<file path="src/rsc_pkg.sv">
package rsc_pkg;

    // ------------------------------------------------------------
    // Register byte offsets on the APB slave
    // ------------------------------------------------------------
    localparam logic [7:0] RSC_OFS_THRESHOLD = 8'h00; // Brownout threshold code
    localparam logic [7:0] RSC_OFS_WIDTH = 8'h04;     // Brownout minimum width select
    localparam logic [7:0] RSC_OFS_CAUSE = 8'h08;     // Sticky reset cause flags
    localparam logic [7:0] RSC_OFS_WDOG = 8'h0c;      // Watchdog control
    localparam logic [7:0] RSC_OFS_FLASH = 8'h10;     // Flash control two (key)
    localparam logic [7:0] RSC_OFS_RSTCTL = 8'h14;    // Reset control code
    localparam logic [7:0] RSC_OFS_PWRSTAT = 8'h18;   // Timeout and power-down flags
    localparam logic [7:0] RSC_OFS_IRQSTAT = 8'h1c;   // Event status, read clears
    localparam logic [7:0] RSC_OFS_IRQMASK = 8'h20;   // Event mask

    // ------------------------------------------------------------
    // Codes and reset values
    // ------------------------------------------------------------
    localparam logic [7:0] RSC_THR_2V10 = 8'h55;      // Also the power-on value
    localparam logic [7:0] RSC_THR_2V55 = 8'h33;
    localparam logic [7:0] RSC_THR_3V15 = 8'h99;
    localparam logic [7:0] RSC_THR_3V80 = 8'haa;
    localparam logic [1:0] RSC_WIDTH_RST = 2'h1;      // 31-32 slow periods
    localparam logic [4:0] RSC_WDOG_ON = 5'h0a;       // 01010b, also power-on value
    localparam logic [4:0] RSC_WDOG_OFF = 5'h15;      // 10101b
    localparam logic [2:0] RSC_WDOG_DIV_RST = 3'h3;   // Low bits of watchdog control
    localparam logic [7:0] RSC_RSTCTL_A = 8'h55;      // Valid, also power-on value
    localparam logic [7:0] RSC_RSTCTL_B = 8'haa;
    localparam logic [7:0] RSC_FLASH_KEY = 8'h55;     // Whole-device reset key
    localparam logic [3:0] RSC_CAUSE_RST = 4'h0;      // Brownout flag taken as 0

    // Cause flag bit positions
    localparam int RSC_CF_WDOG = 0;
    localparam int RSC_CF_INVSEL = 1;
    localparam int RSC_CF_BROWN = 2;
    localparam int RSC_CF_CTRL = 3;

    // Event bit positions in status and mask registers
    localparam int RSC_EV_BROWN = 0;
    localparam int RSC_EV_INVSEL = 1;
    localparam int RSC_EV_WDCTL = 2;
    localparam int RSC_EV_RSTCTL = 3;
    localparam int RSC_EV_FLASH = 4;
    localparam int RSC_EV_WDRUN = 5;
    localparam int RSC_EV_WDSLP = 6;
    localparam int RSC_EV_NUM = 7;

    // ------------------------------------------------------------
    // Timing, in slow oscillator periods or clk cycles
    // ------------------------------------------------------------
    localparam logic [7:0] RSC_BO_TICKS_00 = 8'd8;    // Gives 7-8 periods
    localparam logic [7:0] RSC_BO_TICKS_01 = 8'd32;   // Gives 31-32 periods
    localparam logic [7:0] RSC_BO_TICKS_10 = 8'd64;   // Gives 63-64 periods
    localparam logic [7:0] RSC_BO_TICKS_11 = 8'd128;  // Gives 127-128 periods
    localparam logic [3:0] RSC_SOFT_TICKS = 4'd4;     // Software-reset delay
    localparam logic [3:0] RSC_HOLD_CYCLES = 4'd8;    // Reset output hold time

    // Sequencer states, one-hot
    typedef enum logic [2:0] {
        RSC_ST_RUN = 3'b001,
        RSC_ST_DELAY = 3'b010,
        RSC_ST_HOLD = 3'b100
    } rsc_state_t;

endpackage

</file>
<file path="src/rsc_bo_if.sv">
`timescale 1ns/10ps
// Link between the sequencer and the brownout width filter
interface rsc_bo_if;
    logic supply_low;   // Synchronised low-supply level
    logic slow_tick;    // One pulse per slow oscillator period
    logic enable;       // Detection active (run modes only)
    logic [1:0] width;  // Width code field
    logic fire;         // One pulse when a qualified brownout is seen
    modport seq (output supply_low, output slow_tick, output enable, output width, input fire);
    modport filt (input supply_low, input slow_tick, input enable, input width, output fire);
endinterface

</file>
<file path="src/rsc_bo_filter.sv">
`timescale 1ns/10ps
module rsc_bo_filter (
    // Clock and reset
    input wire logic clk,
    input wire logic arst_n,
    input wire logic ce,
    // Sequencer side
    rsc_bo_if.filt bo
);
    import rsc_pkg::*;

    // ------------------------------------------------------------
    // Width qualification
    // ------------------------------------------------------------
    logic [7:0] cnt;        // Slow periods seen while low
    logic fired;            // Already reported this low episode
    logic [7:0] next_cnt;
    logic next_fired;
    logic next_fire;
    logic fire_q;           // Registered pulse

    // Tick limit for a width code
    function automatic logic [7:0] limit_of(input logic [1:0] code);
        case (code)
            2'h0: limit_of = RSC_BO_TICKS_00;
            2'h1: limit_of = RSC_BO_TICKS_01;
            2'h2: limit_of = RSC_BO_TICKS_10;
            default: limit_of = RSC_BO_TICKS_11;
        endcase
    endfunction

    // First tick lands anywhere in a period, hence the one-period spread
    always_comb begin
        next_cnt = cnt;
        next_fired = fired;
        next_fire = 1'b0;
        if (!bo.supply_low || !bo.enable) begin
            // Short dips are forgotten entirely
            next_cnt = 8'h00;
            next_fired = 1'b0;
        end else if (cnt == limit_of(bo.width)) begin
            next_fire = !fired;
            next_fired = 1'b1;
        end else if (bo.slow_tick) begin
            next_cnt = cnt + 8'h01;
        end
    end

    // State registers
    always_ff @(posedge clk or negedge arst_n) begin
        if (!arst_n) begin
            cnt <= 8'h00;
            fired <= 1'b0;
            fire_q <= 1'b0;
        end else if (ce) begin
            cnt <= next_cnt;
            fired <= next_fired;
            fire_q <= next_fire;
        end
    end

    assign bo.fire = fire_q;
endmodule

</file>
<file path="src/rsc_top.sv">
`timescale 1ns/10ps
module rsc_top (
    // Clock, reset, enable
    input wire logic clk,
    input wire logic arst_n,
    input wire logic ce,
    // APB slave
    input wire logic psel,
    input wire logic penable,
    input wire logic pwrite,
    input wire logic [7:0] paddr,
    input wire logic [31:0] pwdata,
    output logic [31:0] prdata,
    output logic pready,
    output logic pslverr,
    // Event sources
    input wire logic supply_low_pin,
    input wire logic slow_tick,
    input wire logic wdog_timeout,
    input wire logic sleep_mode,
    // Reset and control outputs
    output logic core_reset,
    output logic periph_reset,
    output logic pc_sp_clear,
    output logic wdog_enable,
    output logic [1:0] threshold_index,
    output logic irq
);
    import rsc_pkg::*;

    // ------------------------------------------------------------
    // Declarations
    // ------------------------------------------------------------
    rsc_bo_if bo_link();            // Link to width filter
    logic low_meta;                 // Synchroniser first stage
    logic low_sync;                 // Synchroniser second stage
    rsc_state_t state;              // Sequencer state
    rsc_state_t next_state;
    logic [3:0] delay_cnt;          // Soft-reset delay ticks
    logic [3:0] next_delay_cnt;
    logic [3:0] hold_cnt;           // Reset hold cycles
    logic [3:0] next_hold_cnt;
    logic hold_sleep;               // Hold is PC/SP only
    logic next_hold_sleep;
    logic [7:0] threshold_code_field;
    logic [7:0] next_threshold;
    logic [1:0] width_code_field;
    logic [1:0] next_width;
    logic [3:0] reset_cause_flags;
    logic [3:0] next_cause;
    logic [4:0] watchdog_enable_field;
    logic [4:0] next_wdog;
    logic [2:0] wdog_div;           // Low watchdog control bits, stored only
    logic [2:0] next_wdog_div;
    logic [7:0] flash_control_two;
    logic [7:0] next_flash;
    logic [7:0] reset_ctrl;         // Reset control code
    logic [7:0] next_rstctl;
    logic timeout_status_flag;
    logic next_to;
    logic powerdown_status_flag;
    logic next_pdf;
    logic [RSC_EV_NUM-1:0] irq_status;
    logic [RSC_EV_NUM-1:0] next_irq_status;
    logic [RSC_EV_NUM-1:0] irq_mask;
    logic [RSC_EV_NUM-1:0] next_irq_mask;
    logic [RSC_EV_NUM-1:0] events;  // One-cycle event strobes
    logic [31:0] next_prdata;
    logic next_pready;
    logic next_pslverr;
    logic wr_en;                    // Write completes this edge
    logic rd_en;                    // Read completes this edge
    logic bad_thr;
    logic bad_wdog;
    logic bad_rstctl;

    // Defined threshold code test, used for the validity check only, not for the index
    function automatic logic thr_valid(input logic [7:0] code);
        thr_valid = (code == RSC_THR_2V10) || (code == RSC_THR_2V55) ||
                    (code == RSC_THR_3V15) || (code == RSC_THR_3V80);
    endfunction

    // Address in the register map
    function automatic logic addr_mapped(input logic [7:0] a);
        case (a)
            RSC_OFS_THRESHOLD, RSC_OFS_WIDTH, RSC_OFS_CAUSE, RSC_OFS_WDOG,
            RSC_OFS_FLASH, RSC_OFS_RSTCTL, RSC_OFS_PWRSTAT, RSC_OFS_IRQSTAT,
            RSC_OFS_IRQMASK: addr_mapped = 1'b1;
            default: addr_mapped = 1'b0;
        endcase
    endfunction

    // ------------------------------------------------------------
    // Supply comparator synchroniser
    // ------------------------------------------------------------
    // Comparator is analog and asynchronous to clk
    always_ff @(posedge clk or negedge arst_n) begin
        if (!arst_n) begin
            low_meta <= 1'b0;
            low_sync <= 1'b0;
        end else if (ce) begin
            low_meta <= supply_low_pin;
            low_sync <= low_meta;
        end
    end

    // Brownout detection is off in sleep and outside the run state
    assign bo_link.supply_low = low_sync;
    assign bo_link.slow_tick = slow_tick;
    assign bo_link.enable = !sleep_mode && (state == RSC_ST_RUN);
    assign bo_link.width = width_code_field;

    rsc_bo_filter u_filter (
        .clk(clk),
        .arst_n(arst_n),
        .ce(ce),
        .bo(bo_link.filt)
    );

    // ------------------------------------------------------------
    // APB access decode
    // ------------------------------------------------------------
    // One wait state: pready is a flop, so each transfer takes two access edges
    assign wr_en = psel && penable && pready && pwrite;
    assign rd_en = psel && penable && pready && !pwrite;

    // Read mux and handshake
    always_comb begin
        next_pready = psel && penable && !pready;
        next_pslverr = 1'b0;
        next_prdata = 32'h0000_0000;
        if (psel && penable && !pready) begin
            next_pslverr = !addr_mapped(paddr);
            case (paddr)
                RSC_OFS_THRESHOLD: next_prdata[7:0] = threshold_code_field;
                RSC_OFS_WIDTH: next_prdata[1:0] = width_code_field;
                RSC_OFS_CAUSE: next_prdata[3:0] = reset_cause_flags;
                RSC_OFS_WDOG: next_prdata[7:0] = {watchdog_enable_field, wdog_div};
                RSC_OFS_FLASH: next_prdata[7:0] = flash_control_two;
                RSC_OFS_RSTCTL: next_prdata[7:0] = reset_ctrl;
                RSC_OFS_PWRSTAT: next_prdata[1:0] = {powerdown_status_flag,
                                                     timeout_status_flag};
                RSC_OFS_IRQSTAT: next_prdata[RSC_EV_NUM-1:0] = irq_status;
                RSC_OFS_IRQMASK: next_prdata[RSC_EV_NUM-1:0] = irq_mask;
                default: next_prdata = 32'h0000_0000;
            endcase
        end
    end

    // Bus response registers
    always_ff @(posedge clk or negedge arst_n) begin
        if (!arst_n) begin
            prdata <= 32'h0000_0000;
            pready <= 1'b0;
            pslverr <= 1'b0;
        end else if (ce) begin
            prdata <= next_prdata;
            pready <= next_pready;
            pslverr <= next_pslverr;
        end
    end

    // ------------------------------------------------------------
    // Reset sequencer and register file
    // ------------------------------------------------------------
    assign bad_thr = !thr_valid(threshold_code_field);
    assign bad_wdog = (watchdog_enable_field != RSC_WDOG_ON) &&
                      (watchdog_enable_field != RSC_WDOG_OFF);
    assign bad_rstctl = (reset_ctrl != RSC_RSTCTL_A) && (reset_ctrl != RSC_RSTCTL_B);

    always_comb begin
        next_state = state;
        next_delay_cnt = delay_cnt;
        next_hold_cnt = hold_cnt;
        next_hold_sleep = hold_sleep;
        next_threshold = threshold_code_field;
        next_width = width_code_field;
        next_cause = reset_cause_flags;
        next_wdog = watchdog_enable_field;
        next_wdog_div = wdog_div;
        next_flash = flash_control_two;
        next_rstctl = reset_ctrl;
        next_to = timeout_status_flag;
        next_pdf = powerdown_status_flag;
        next_irq_mask = irq_mask;
        events = '0;
        // Software writes first, so hardware sets below win
        if (wr_en) begin
            case (paddr)
                RSC_OFS_THRESHOLD: next_threshold = pwdata[7:0];
                RSC_OFS_WIDTH: next_width = pwdata[1:0];
                RSC_OFS_CAUSE: next_cause = reset_cause_flags & pwdata[3:0];
                RSC_OFS_WDOG: begin
                    next_wdog = pwdata[7:3];
                    next_wdog_div = pwdata[2:0];
                end
                RSC_OFS_FLASH: next_flash = pwdata[7:0];
                RSC_OFS_RSTCTL: next_rstctl = pwdata[7:0];
                RSC_OFS_IRQMASK: next_irq_mask = pwdata[RSC_EV_NUM-1:0];
                default: ;
            endcase
        end
        case (state)
            RSC_ST_RUN: begin
                if (bo_link.fire) begin
                    // Full reset; threshold code and status flags kept
                    events[RSC_EV_BROWN] = 1'b1;
                    next_cause[RSC_CF_BROWN] = 1'b1;
                    next_state = RSC_ST_HOLD;
                    next_hold_sleep = 1'b0;
                    next_hold_cnt = 4'h0;
                    next_width = RSC_WIDTH_RST;
                    next_wdog = RSC_WDOG_ON;
                    next_wdog_div = RSC_WDOG_DIV_RST;
                    next_rstctl = RSC_RSTCTL_A;
                end else if (wdog_timeout && sleep_mode) begin
                    // Only PC and SP cleared; timeout and power-down flags set, everything else kept
                    events[RSC_EV_WDSLP] = 1'b1;
                    next_to = 1'b1;
                    next_pdf = 1'b1;
                    next_state = RSC_ST_HOLD;
                    next_hold_sleep = 1'b1;
                    next_hold_cnt = 4'h0;
                end else if (wdog_timeout ||
                             (wr_en && paddr == RSC_OFS_FLASH && pwdata[7:0] == RSC_FLASH_KEY)) begin
                    events[RSC_EV_WDRUN] = wdog_timeout;
                    events[RSC_EV_FLASH] = !wdog_timeout;
                    next_to = timeout_status_flag | wdog_timeout;
                    next_state = RSC_ST_HOLD;
                    next_hold_sleep = 1'b0;
                    next_hold_cnt = 4'h0;
                    next_threshold = RSC_THR_2V10;
                    next_width = RSC_WIDTH_RST;
                    next_wdog = RSC_WDOG_ON;
                    next_wdog_div = RSC_WDOG_DIV_RST;
                    next_rstctl = RSC_RSTCTL_A;
                end else if (bad_thr || bad_wdog || bad_rstctl) begin
                    next_state = RSC_ST_DELAY;
                    next_delay_cnt = 4'h0;
                end
            end
            RSC_ST_DELAY: begin
                if (slow_tick && delay_cnt != RSC_SOFT_TICKS) begin
                    next_delay_cnt = delay_cnt + 4'h1;
                end else if (delay_cnt == RSC_SOFT_TICKS) begin
                    // Codes sampled at expiry; a repaired code still resets
                    next_state = RSC_ST_HOLD;
                    next_hold_sleep = 1'b0;
                    next_hold_cnt = 4'h0;
                    next_cause[RSC_CF_INVSEL] = reset_cause_flags[RSC_CF_INVSEL] | bad_thr;
                    next_cause[RSC_CF_WDOG] = reset_cause_flags[RSC_CF_WDOG] | bad_wdog;
                    next_cause[RSC_CF_CTRL] = reset_cause_flags[RSC_CF_CTRL] | bad_rstctl;
                    events[RSC_EV_INVSEL] = bad_thr;
                    events[RSC_EV_WDCTL] = bad_wdog;
                    events[RSC_EV_RSTCTL] = bad_rstctl;
                    next_threshold = RSC_THR_2V10;
                    next_width = RSC_WIDTH_RST;
                    next_wdog = RSC_WDOG_ON;
                    next_wdog_div = RSC_WDOG_DIV_RST;
                    next_rstctl = RSC_RSTCTL_A;
                end
            end
            RSC_ST_HOLD: begin
                // Fixed hold so downstream logic sees a clean reset level
                if (hold_cnt == RSC_HOLD_CYCLES - 4'h1) begin
                    next_state = RSC_ST_RUN;
                end else begin
                    next_hold_cnt = hold_cnt + 4'h1;
                end
            end
            default: begin
                next_state = RSC_ST_HOLD;
                next_hold_cnt = 4'h0;
            end
        endcase
        // Read clears, but an event in the same cycle survives
        next_irq_status = ((rd_en && paddr == RSC_OFS_IRQSTAT) ? '0 : irq_status) | events;
    end

    // Power-on: hold full reset, flags clear, registers to defaults
    always_ff @(posedge clk or negedge arst_n) begin
        if (!arst_n) begin
            state <= RSC_ST_HOLD;
            delay_cnt <= 4'h0;
            hold_cnt <= 4'h0;
            hold_sleep <= 1'b0;
            threshold_code_field <= RSC_THR_2V10;
            width_code_field <= RSC_WIDTH_RST;
            reset_cause_flags <= RSC_CAUSE_RST;
            watchdog_enable_field <= RSC_WDOG_ON;
            wdog_div <= RSC_WDOG_DIV_RST;
            flash_control_two <= 8'h00;
            reset_ctrl <= RSC_RSTCTL_A;
            timeout_status_flag <= 1'b0;
            powerdown_status_flag <= 1'b0;
            irq_status <= '0;
            irq_mask <= '0;
        end else if (ce) begin
            state <= next_state;
            delay_cnt <= next_delay_cnt;
            hold_cnt <= next_hold_cnt;
            hold_sleep <= next_hold_sleep;
            threshold_code_field <= next_threshold;
            width_code_field <= next_width;
            reset_cause_flags <= next_cause;
            watchdog_enable_field <= next_wdog;
            wdog_div <= next_wdog_div;
            flash_control_two <= next_flash;
            reset_ctrl <= next_rstctl;
            timeout_status_flag <= next_to;
            powerdown_status_flag <= next_pdf;
            irq_status <= next_irq_status;
            irq_mask <= next_irq_mask;
        end
    end

    // ------------------------------------------------------------
    // Output registers
    // ------------------------------------------------------------
    // Outputs follow the next state so they line up with it
    always_ff @(posedge clk or negedge arst_n) begin
        if (!arst_n) begin
            core_reset <= 1'b1;
            periph_reset <= 1'b1;
            pc_sp_clear <= 1'b0;
            wdog_enable <= 1'b0;
            threshold_index <= 2'h0;
            irq <= 1'b0;
        end else if (ce) begin
            core_reset <= (next_state == RSC_ST_HOLD) && !next_hold_sleep;
            periph_reset <= (next_state == RSC_ST_HOLD) && !next_hold_sleep;
            pc_sp_clear <= (next_state == RSC_ST_HOLD) && next_hold_sleep;
            wdog_enable <= (next_wdog == RSC_WDOG_ON);
            case (next_threshold)
                RSC_THR_2V55: threshold_index <= 2'h1;
                RSC_THR_3V15: threshold_index <= 2'h2;
                RSC_THR_3V80: threshold_index <= 2'h3;
                default: threshold_index <= 2'h0;
            endcase
            irq <= |(next_irq_status & next_irq_mask);
        end
    end
endmodule

</file>
<file path="config.mk">
export PLATFORM = sky130hd
export DESIGN_NAME = rsc_top
export DESIGN_NICKNAME = d
export VERILOG_FILES = /design/src/rsc_pkg.sv /design/src/rsc_bo_if.sv /design/src/rsc_bo_filter.sv /design/src/rsc_top.sv
export SDC_FILE = /design/constraint.sdc
export NUM_CORES = 1
export LEC_CHECK = 0
export ABC_CLOCK_PERIOD_IN_PS = 3000
export CAP_MARGIN = 20
export CORE_MARGIN = 8
export CORE_UTILIZATION = 50
export DETAILED_ROUTE_END_ITERATION = 10
export DONT_BUFFER_PORTS = 1
export SYNTH_ARGS = -nofsm -noshare
export SYNTH_HDL_FRONTEND = slang
export SYNTH_HIERARCHICAL = 1
export SYNTH_SLANG_ARGS = --single-unit
</file>
<file path="constraint.sdc">
create_clock -name clk -period 3 [get_ports clk]
set_clock_uncertainty 0.2 [all_clocks]
set_input_delay 0.45 -clock clk [delete_from_list [all_inputs] [get_ports clk]]
set_output_delay 0.45 -clock clk [all_outputs]
set_load 0.02 [all_outputs]
</file>
After elaboration in Yosys (flattened, before gate mapping) --
Cells that the tools add are included. W data, S select, Z words.
Word-level totals: output and inout bits 41, input port bits 50, logic and storage cells 237, flip-flop bits (word level) 118
Operators by class: reductions and logical operators 47, multiplexer cells 110, bitwise gates (word level) 8, $add $sub $neg 3, equality and inequality tests 41
Operators with widths (number):
- $mux W8 | 19
- $mux W3 | 19
- $mux W4 | 13
- $mux W5 | 7
- $eq A8 B5 Y1 const B | 4
- $eq A8 B8 Y1 const B | 4
- $pmux W8 S2 | 2
- $eq A8 B6 Y1 const B | 3
- $mux W2 | 12
- $pmux W8 S3 | 1
- $mux W1 | 22
- $mux W7 | 3
- $pmux W2 S9 | 1
- $pmux W3 S6 | 1
- $eq A8 B4 Y1 const B | 2
- $eq A8 B7 Y1 const B | 2
- $logic_and A1 B1 Y1 | 15
- $ne A2 B2 Y1 const B | 7
- $pmux W2 S7 | 1
- $pmux W4 S3 | 1
- $logic_not A1 Y1 | 10
- $pmux W5 S2 | 1
- $pmux W3 S3 | 1
- $reduce_or A9 Y1 | 1
- other kinds (39) | 57

Logic depth before layout (Yosys ltp) --
depth in word-level cells 14, gate-level depth with buffers 9, depth with buffers taken out 8

By module --
The synthesis kept the hierarchy.
By module, submodules not included:
- rsc_top | area each 5082.4 µm², instances 1, sequential area each 2120.8 µm², cells each 510
- rsc_bo_filter | area each 654.4 µm², instances 1, sequential area each 250.2 µm², cells each 70

Worst setup path before layout --
Ideal clock, no wire load.
kind input -> register, start point in paddr[3], end point reg threshold_index[0], path buffers 1, slack 500 ps, data arrival time 2199 ps, data required time 2699 ps, cell stages on the path 7, library setup time 101 ps, cell sequence buf_2 or4_1 nor3_4 mux2i_1 nand2_1 mux2_2 o32ai_1
Between the ends: cells in the longest elaborated chain, start to end 10, elaborated cells between the ends (all ways) 17, classes of those cells eq/ne (4); mux (9); reduce/logical (4)
Ends and longest elaborated chain:
- start: declaration | line rsc_top.sv:11 | input wire logic [7:0] paddr,
- $eq A8 B5 Y1 | line rsc_top.sv:225 | (wr_en && paddr == RSC_OFS_FLASH && pwdata[7:0] == RSC_FLASH_KEY)) begin
- $logic_and A1 B1 Y1 (2 in series) | line rsc_top.sv:225
- $logic_or A1 B1 Y1 | line rsc_top.sv:224 | end else if (wdog_timeout ||
- $mux W8 | line rsc_top.sv:224
- $mux W8 | line rsc_top.sv:216 | end else if (wdog_timeout && sleep_mode) begin
- $mux W8 | line rsc_top.sv:205 | if (bo_link.fire) begin
- $pmux W8 S2 * | line rsc_top.sv:203 | case (state)
- $eq A8 B8 Y1 or $eq A8 B6 Y1 (tied branches) | line rsc_top.sv:334 | case (next_threshold)
- $pmux W2 S3 * | line rsc_top.sv:334
- end signal: assignment | line rsc_top.sv:335 | RSC_THR_2V55: threshold_index <= 2'h1;
- end signal: assignment | line rsc_top.sv:336 | RSC_THR_3V15: threshold_index <= 2'h2;
- end signal: assignment | line rsc_top.sv:337 | RSC_THR_3V80: threshold_index <= 2'h3;
- end: declaration | line rsc_top.sv:26 | output logic [1:0] threshold_index,
Every way passes the cells marked *; elsewhere a longest branch is shown, timed or not. A chain may end at the register's enable or synchronous reset.

Final worst setup path --
start point reg pready, end point reg irq
Between the ends: cells in the longest elaborated chain, start to end 12, elaborated cells between the ends (all ways) 16, classes of those cells mux (6); bitwise (2); reduce/logical (8)
Ends and longest elaborated chain:
- start: declaration | line rsc_top.sv:14 | output logic pready,
- start signal: assignment | line rsc_top.sv:158 | pready <= next_pready;
- $logic_and A1 B1 Y1 * | line rsc_top.sv:124, rsc_top.sv:125
- $logic_and A1 B1 Y1 | line rsc_top.sv:124 | assign wr_en = psel && penable && pready && pwrite;
- $logic_and A1 B1 Y1 (2 in series) | line rsc_top.sv:225
- $logic_or A1 B1 Y1 | line rsc_top.sv:224
- $mux W2 | line rsc_top.sv:224
- $mux W2 | line rsc_top.sv:216
- $mux W3 | line rsc_top.sv:205
- $mux W3 | line rsc_top.sv:203
- $or A7 B7 Y7 | line rsc_top.sv:277 | next_irq_status = ((rd_en && paddr == RSC_OFS_IRQSTAT) ? '0 : irq_status) | events;
- $and A7 B7 Y7 * | line rsc_top.sv:340 | irq <= |(next_irq_status & next_irq_mask);
- $reduce_or A7 Y1 * | line rsc_top.sv:340
- end signal: assignment | line rsc_top.sv:340
- end: declaration | line rsc_top.sv:27 | output logic irq
Marked as above.

==> impl_metrics.tcl <==
set metrics [dict create \
    ios 91 \
    yosysSeqAreaShare 0.413 \
    ctsRootBufferMaster "clkbuf_16" \
    postLayoutCoreUtil 0.543 \
    n_fill_cell 1029 \
    tightest_slew_ns 0.906 \
    clkTransAtPathRegs_ns 0.06 \
    vdd_drop_max_v 0.000275 \
    synth_flop_cell "dfrtp_1" \
    cts_tree "built" \
    worst-endpoint-required_ns 3.03 \
    postSynth.asyncResetShare 1.00 \
    crit_path_end_kind "register" \
    h-tree-depth 3 \
    synth_edf_count 0 \
    antenna_found_initial 0 \
    die-width_um 123 \
    synthTopCellsByCount "dfrtp_1, nor2_1, nand2_1, a21oi_1, buf_4" \
    synth.distinct_cells 92 \
    synth.top_cells.by_area "dfrtp_1, dfstp_2, mux2_2" \
    synth_most_common_cell "dfrtp_1" \
    holdPathStages 1 \
    reg2reg_depth 6 \
    rsz0062_at_grt "no" \
    critPathLaunchType "register" \
    slew_violations 0 \
    fp.coreArea_sq_mm 0.0113 \
    vias 4774 \
    grtUsageTotal 0.228 \
    cp.buffers_inverters 0 \
    syn_to_final_growth_pct 7.09 \
    max_stage_delay_ns 0.52 \
    drt_wl_total_um 16700 \
    synth_top_area_share 0.345 \
    cts.sinks 94 \
    ys_ff_latch 94 \
    drt_iter0_drc 399 \
    wl_per_cell_um 22.9 \
    crit_fanout 7 \
    avgSynthCellArea_sq_um 9.89 \
    die_area_sq_mm 0.0152 \
    first_global_vias 4669 \
    p_leak_nw 2.61 \
    path_cells "and4_1 -> nand3_2 -> mux2i_1 -> o22a_1 -> o221ai_1 -> o32a_1" \
    period_needed_ns 2.60 \
    status "finished clean" \
    clk_path_buf_depth 2 \
    initial_core_util 0.507 \
    first_pass_iters 5 \
    yosys_warnings 6 \
    dp_hpwl_um 11700 \
    grt_start_max_net_pins 95 \
    num_antenna_cells 0 \
    worst_path_max_delay_cell "and4_1" \
    relSlewSlack 0.395 \
    fp.dieH_um 123 \
    arrival_ns 2.63 \
    synth.largest_area_cell "dfrtp_1" \
    antenna_left 0 \
    crit_type "reg2reg" \
    clock_latency_ns 0.35 \
    numPortBuffers 0 \
    max_freq_mhz 385 \
    grt_pass1_wl_um 26300 \
    fin_crit_sh 0.866 \
    finalSetupViolations 0 \
    crit_family "simple AND/OR/NAND/NOR gates" \
    syn_inst 580 \
    setup-tns-final_ns 0 \
    fin_ws_ns 0.402 \
    nNetsFinal 637 \
    layout-drive-gt1-share 0.166 \
    hp-class "in2reg" \
    drv_cap 0 \
    grt_overflow 0 \
    syn-cell-area_sq_mm 0.00574 \
    via_per_inst 6.55 \
    drc 0 \
    cts_buffers 9 \
    gp_congestion 0.943 \
    pre_cts_ws_ns 0.375 \
    hold_violations 0 \
    row_count 39 \
    p_per_area_mw_per_mm2 522 \
    cp.depth 6 \
]
==> through the flow <==
step / hold slack, ns / total power, W / instances / instance area [sq um]
after global routing: 0.00364 / 0.00336 / 729 / 6140
after global placement: -0.0428 / 0.00203 / 710 / 5800
after floorplan: -0.0456 / 0.00197 / 603 / 5820
after CTS: 0.0000814 / 0.00323 / 729 / 6140
after detailed placement: -0.0426 / 0.00205 / 710 / 5800
final: 0.00868 / 0.00320 / 729 / 6140
==> sequential cells by signal (all words and copies together), names as in the netlist, 2 cells and up <==
name / count
u_filter/cnt: 8
bo_link.width: 2
state: 3
reset_cause_flags: 4
prdata: 8
irq_mask: 7
delay_cnt: 4
threshold_code_field: 8
irq_status: 7
wdog_div: 3
reset_ctrl: 8
flash_control_two: 8
threshold_index: 2
hold_cnt: 4
watchdog_enable_field: 5
==> worst paths after layout <==
check / start / to / slack, ns
setup / recovery: pready / irq / 0.40
hold / removal: ce / u_filter/bo.fire / 0.009
setup reg to reg: pready / irq / 0.40
hold reg to reg: powerdown_status_flag / powerdown_status_flag / 0.26
max in group asynchronous: arst_n / wdog_div[1] / 1.72
min in group asynchronous: arst_n / prdata[5] / 0.49
==> cells by family after synthesis <==
family,count (synthesis),synth area share
AOI/OAI and AO/OA,165,0.226
xor gates and xnor gates,1,0.00153
adders and majority gates,5,0.0109
buffers and inverters,77,0.0726
DFF,94,0.413
muxes,36,0.0691
other,1,0.000654
and+or+nand+nor,201,0.206
==> placed cells by master (no fill, tap or decap), drive strengths merged, types with 4 or more instances in the layout <==
cell type / count
inv: 26
a22o: 7
nand2b: 4
nand3: 22
mux2i: 16
nor3b: 6
o21ai: 18
nor2: 50
mux2: 19
nor4b: 10
nor2b: 4
and3: 7
clkbuf: 14
o2bb2ai: 9
a21oi: 28
nand4: 7
a31oi: 7
nor4bb: 5
o22a: 8
o22ai: 4
a211oi: 6
dfstp: 15
a32o: 16
nor4: 7
nand2: 43
a22oi: 14
nor3: 12
buf: 16
conb: 24
dfrtp: 79
ha: 5
a21o: 7
a221oi: 6
==> cell type report <==
| type | instances | area, sq um | share of cell area |
|---|---|---|---|
| timing repair buffer | 19 | 170 | 0.0277 |
| inverter | 26 | 97.6 | 0.0159 |
| sequential | 94 | 2370 | 0.386 |
| tap | 143 | 179 | 0.0291 |
| clock inverter | 1 | 30.0 | 0.00489 |
| clock buffer | 14 | 254 | 0.0413 |
| multi-input combinational | 432 | 3040 | 0.495 |
==> timing repair <==
action / CTS / global route
setup buffers: 0 / 0
hold buffers: 4 / 0
resized for setup: 0 / 0
endpoints found under the hold margin: 102 / 0
==> power by group <==
group / internal (W) / total [W] / switching (W)
clock network: 0.000666 / 0.00113 / 0.000464
registers: 0.00141 / 0.00156 / 0.000155
logic: 0.000228 / 0.000512 / 0.000284
total: 0.00230 / 0.00320 / 0.000903
==> per-layer routing <==
metal  track usage  wire length, um  vias up
met5             0                0        -
met4         0.107              466        0
met3        0.0553             1620       36
met2         0.336             7320      220
met1         0.312             7300     2354
li1              -                -     2164
Power figures use the tool's default switching activity.
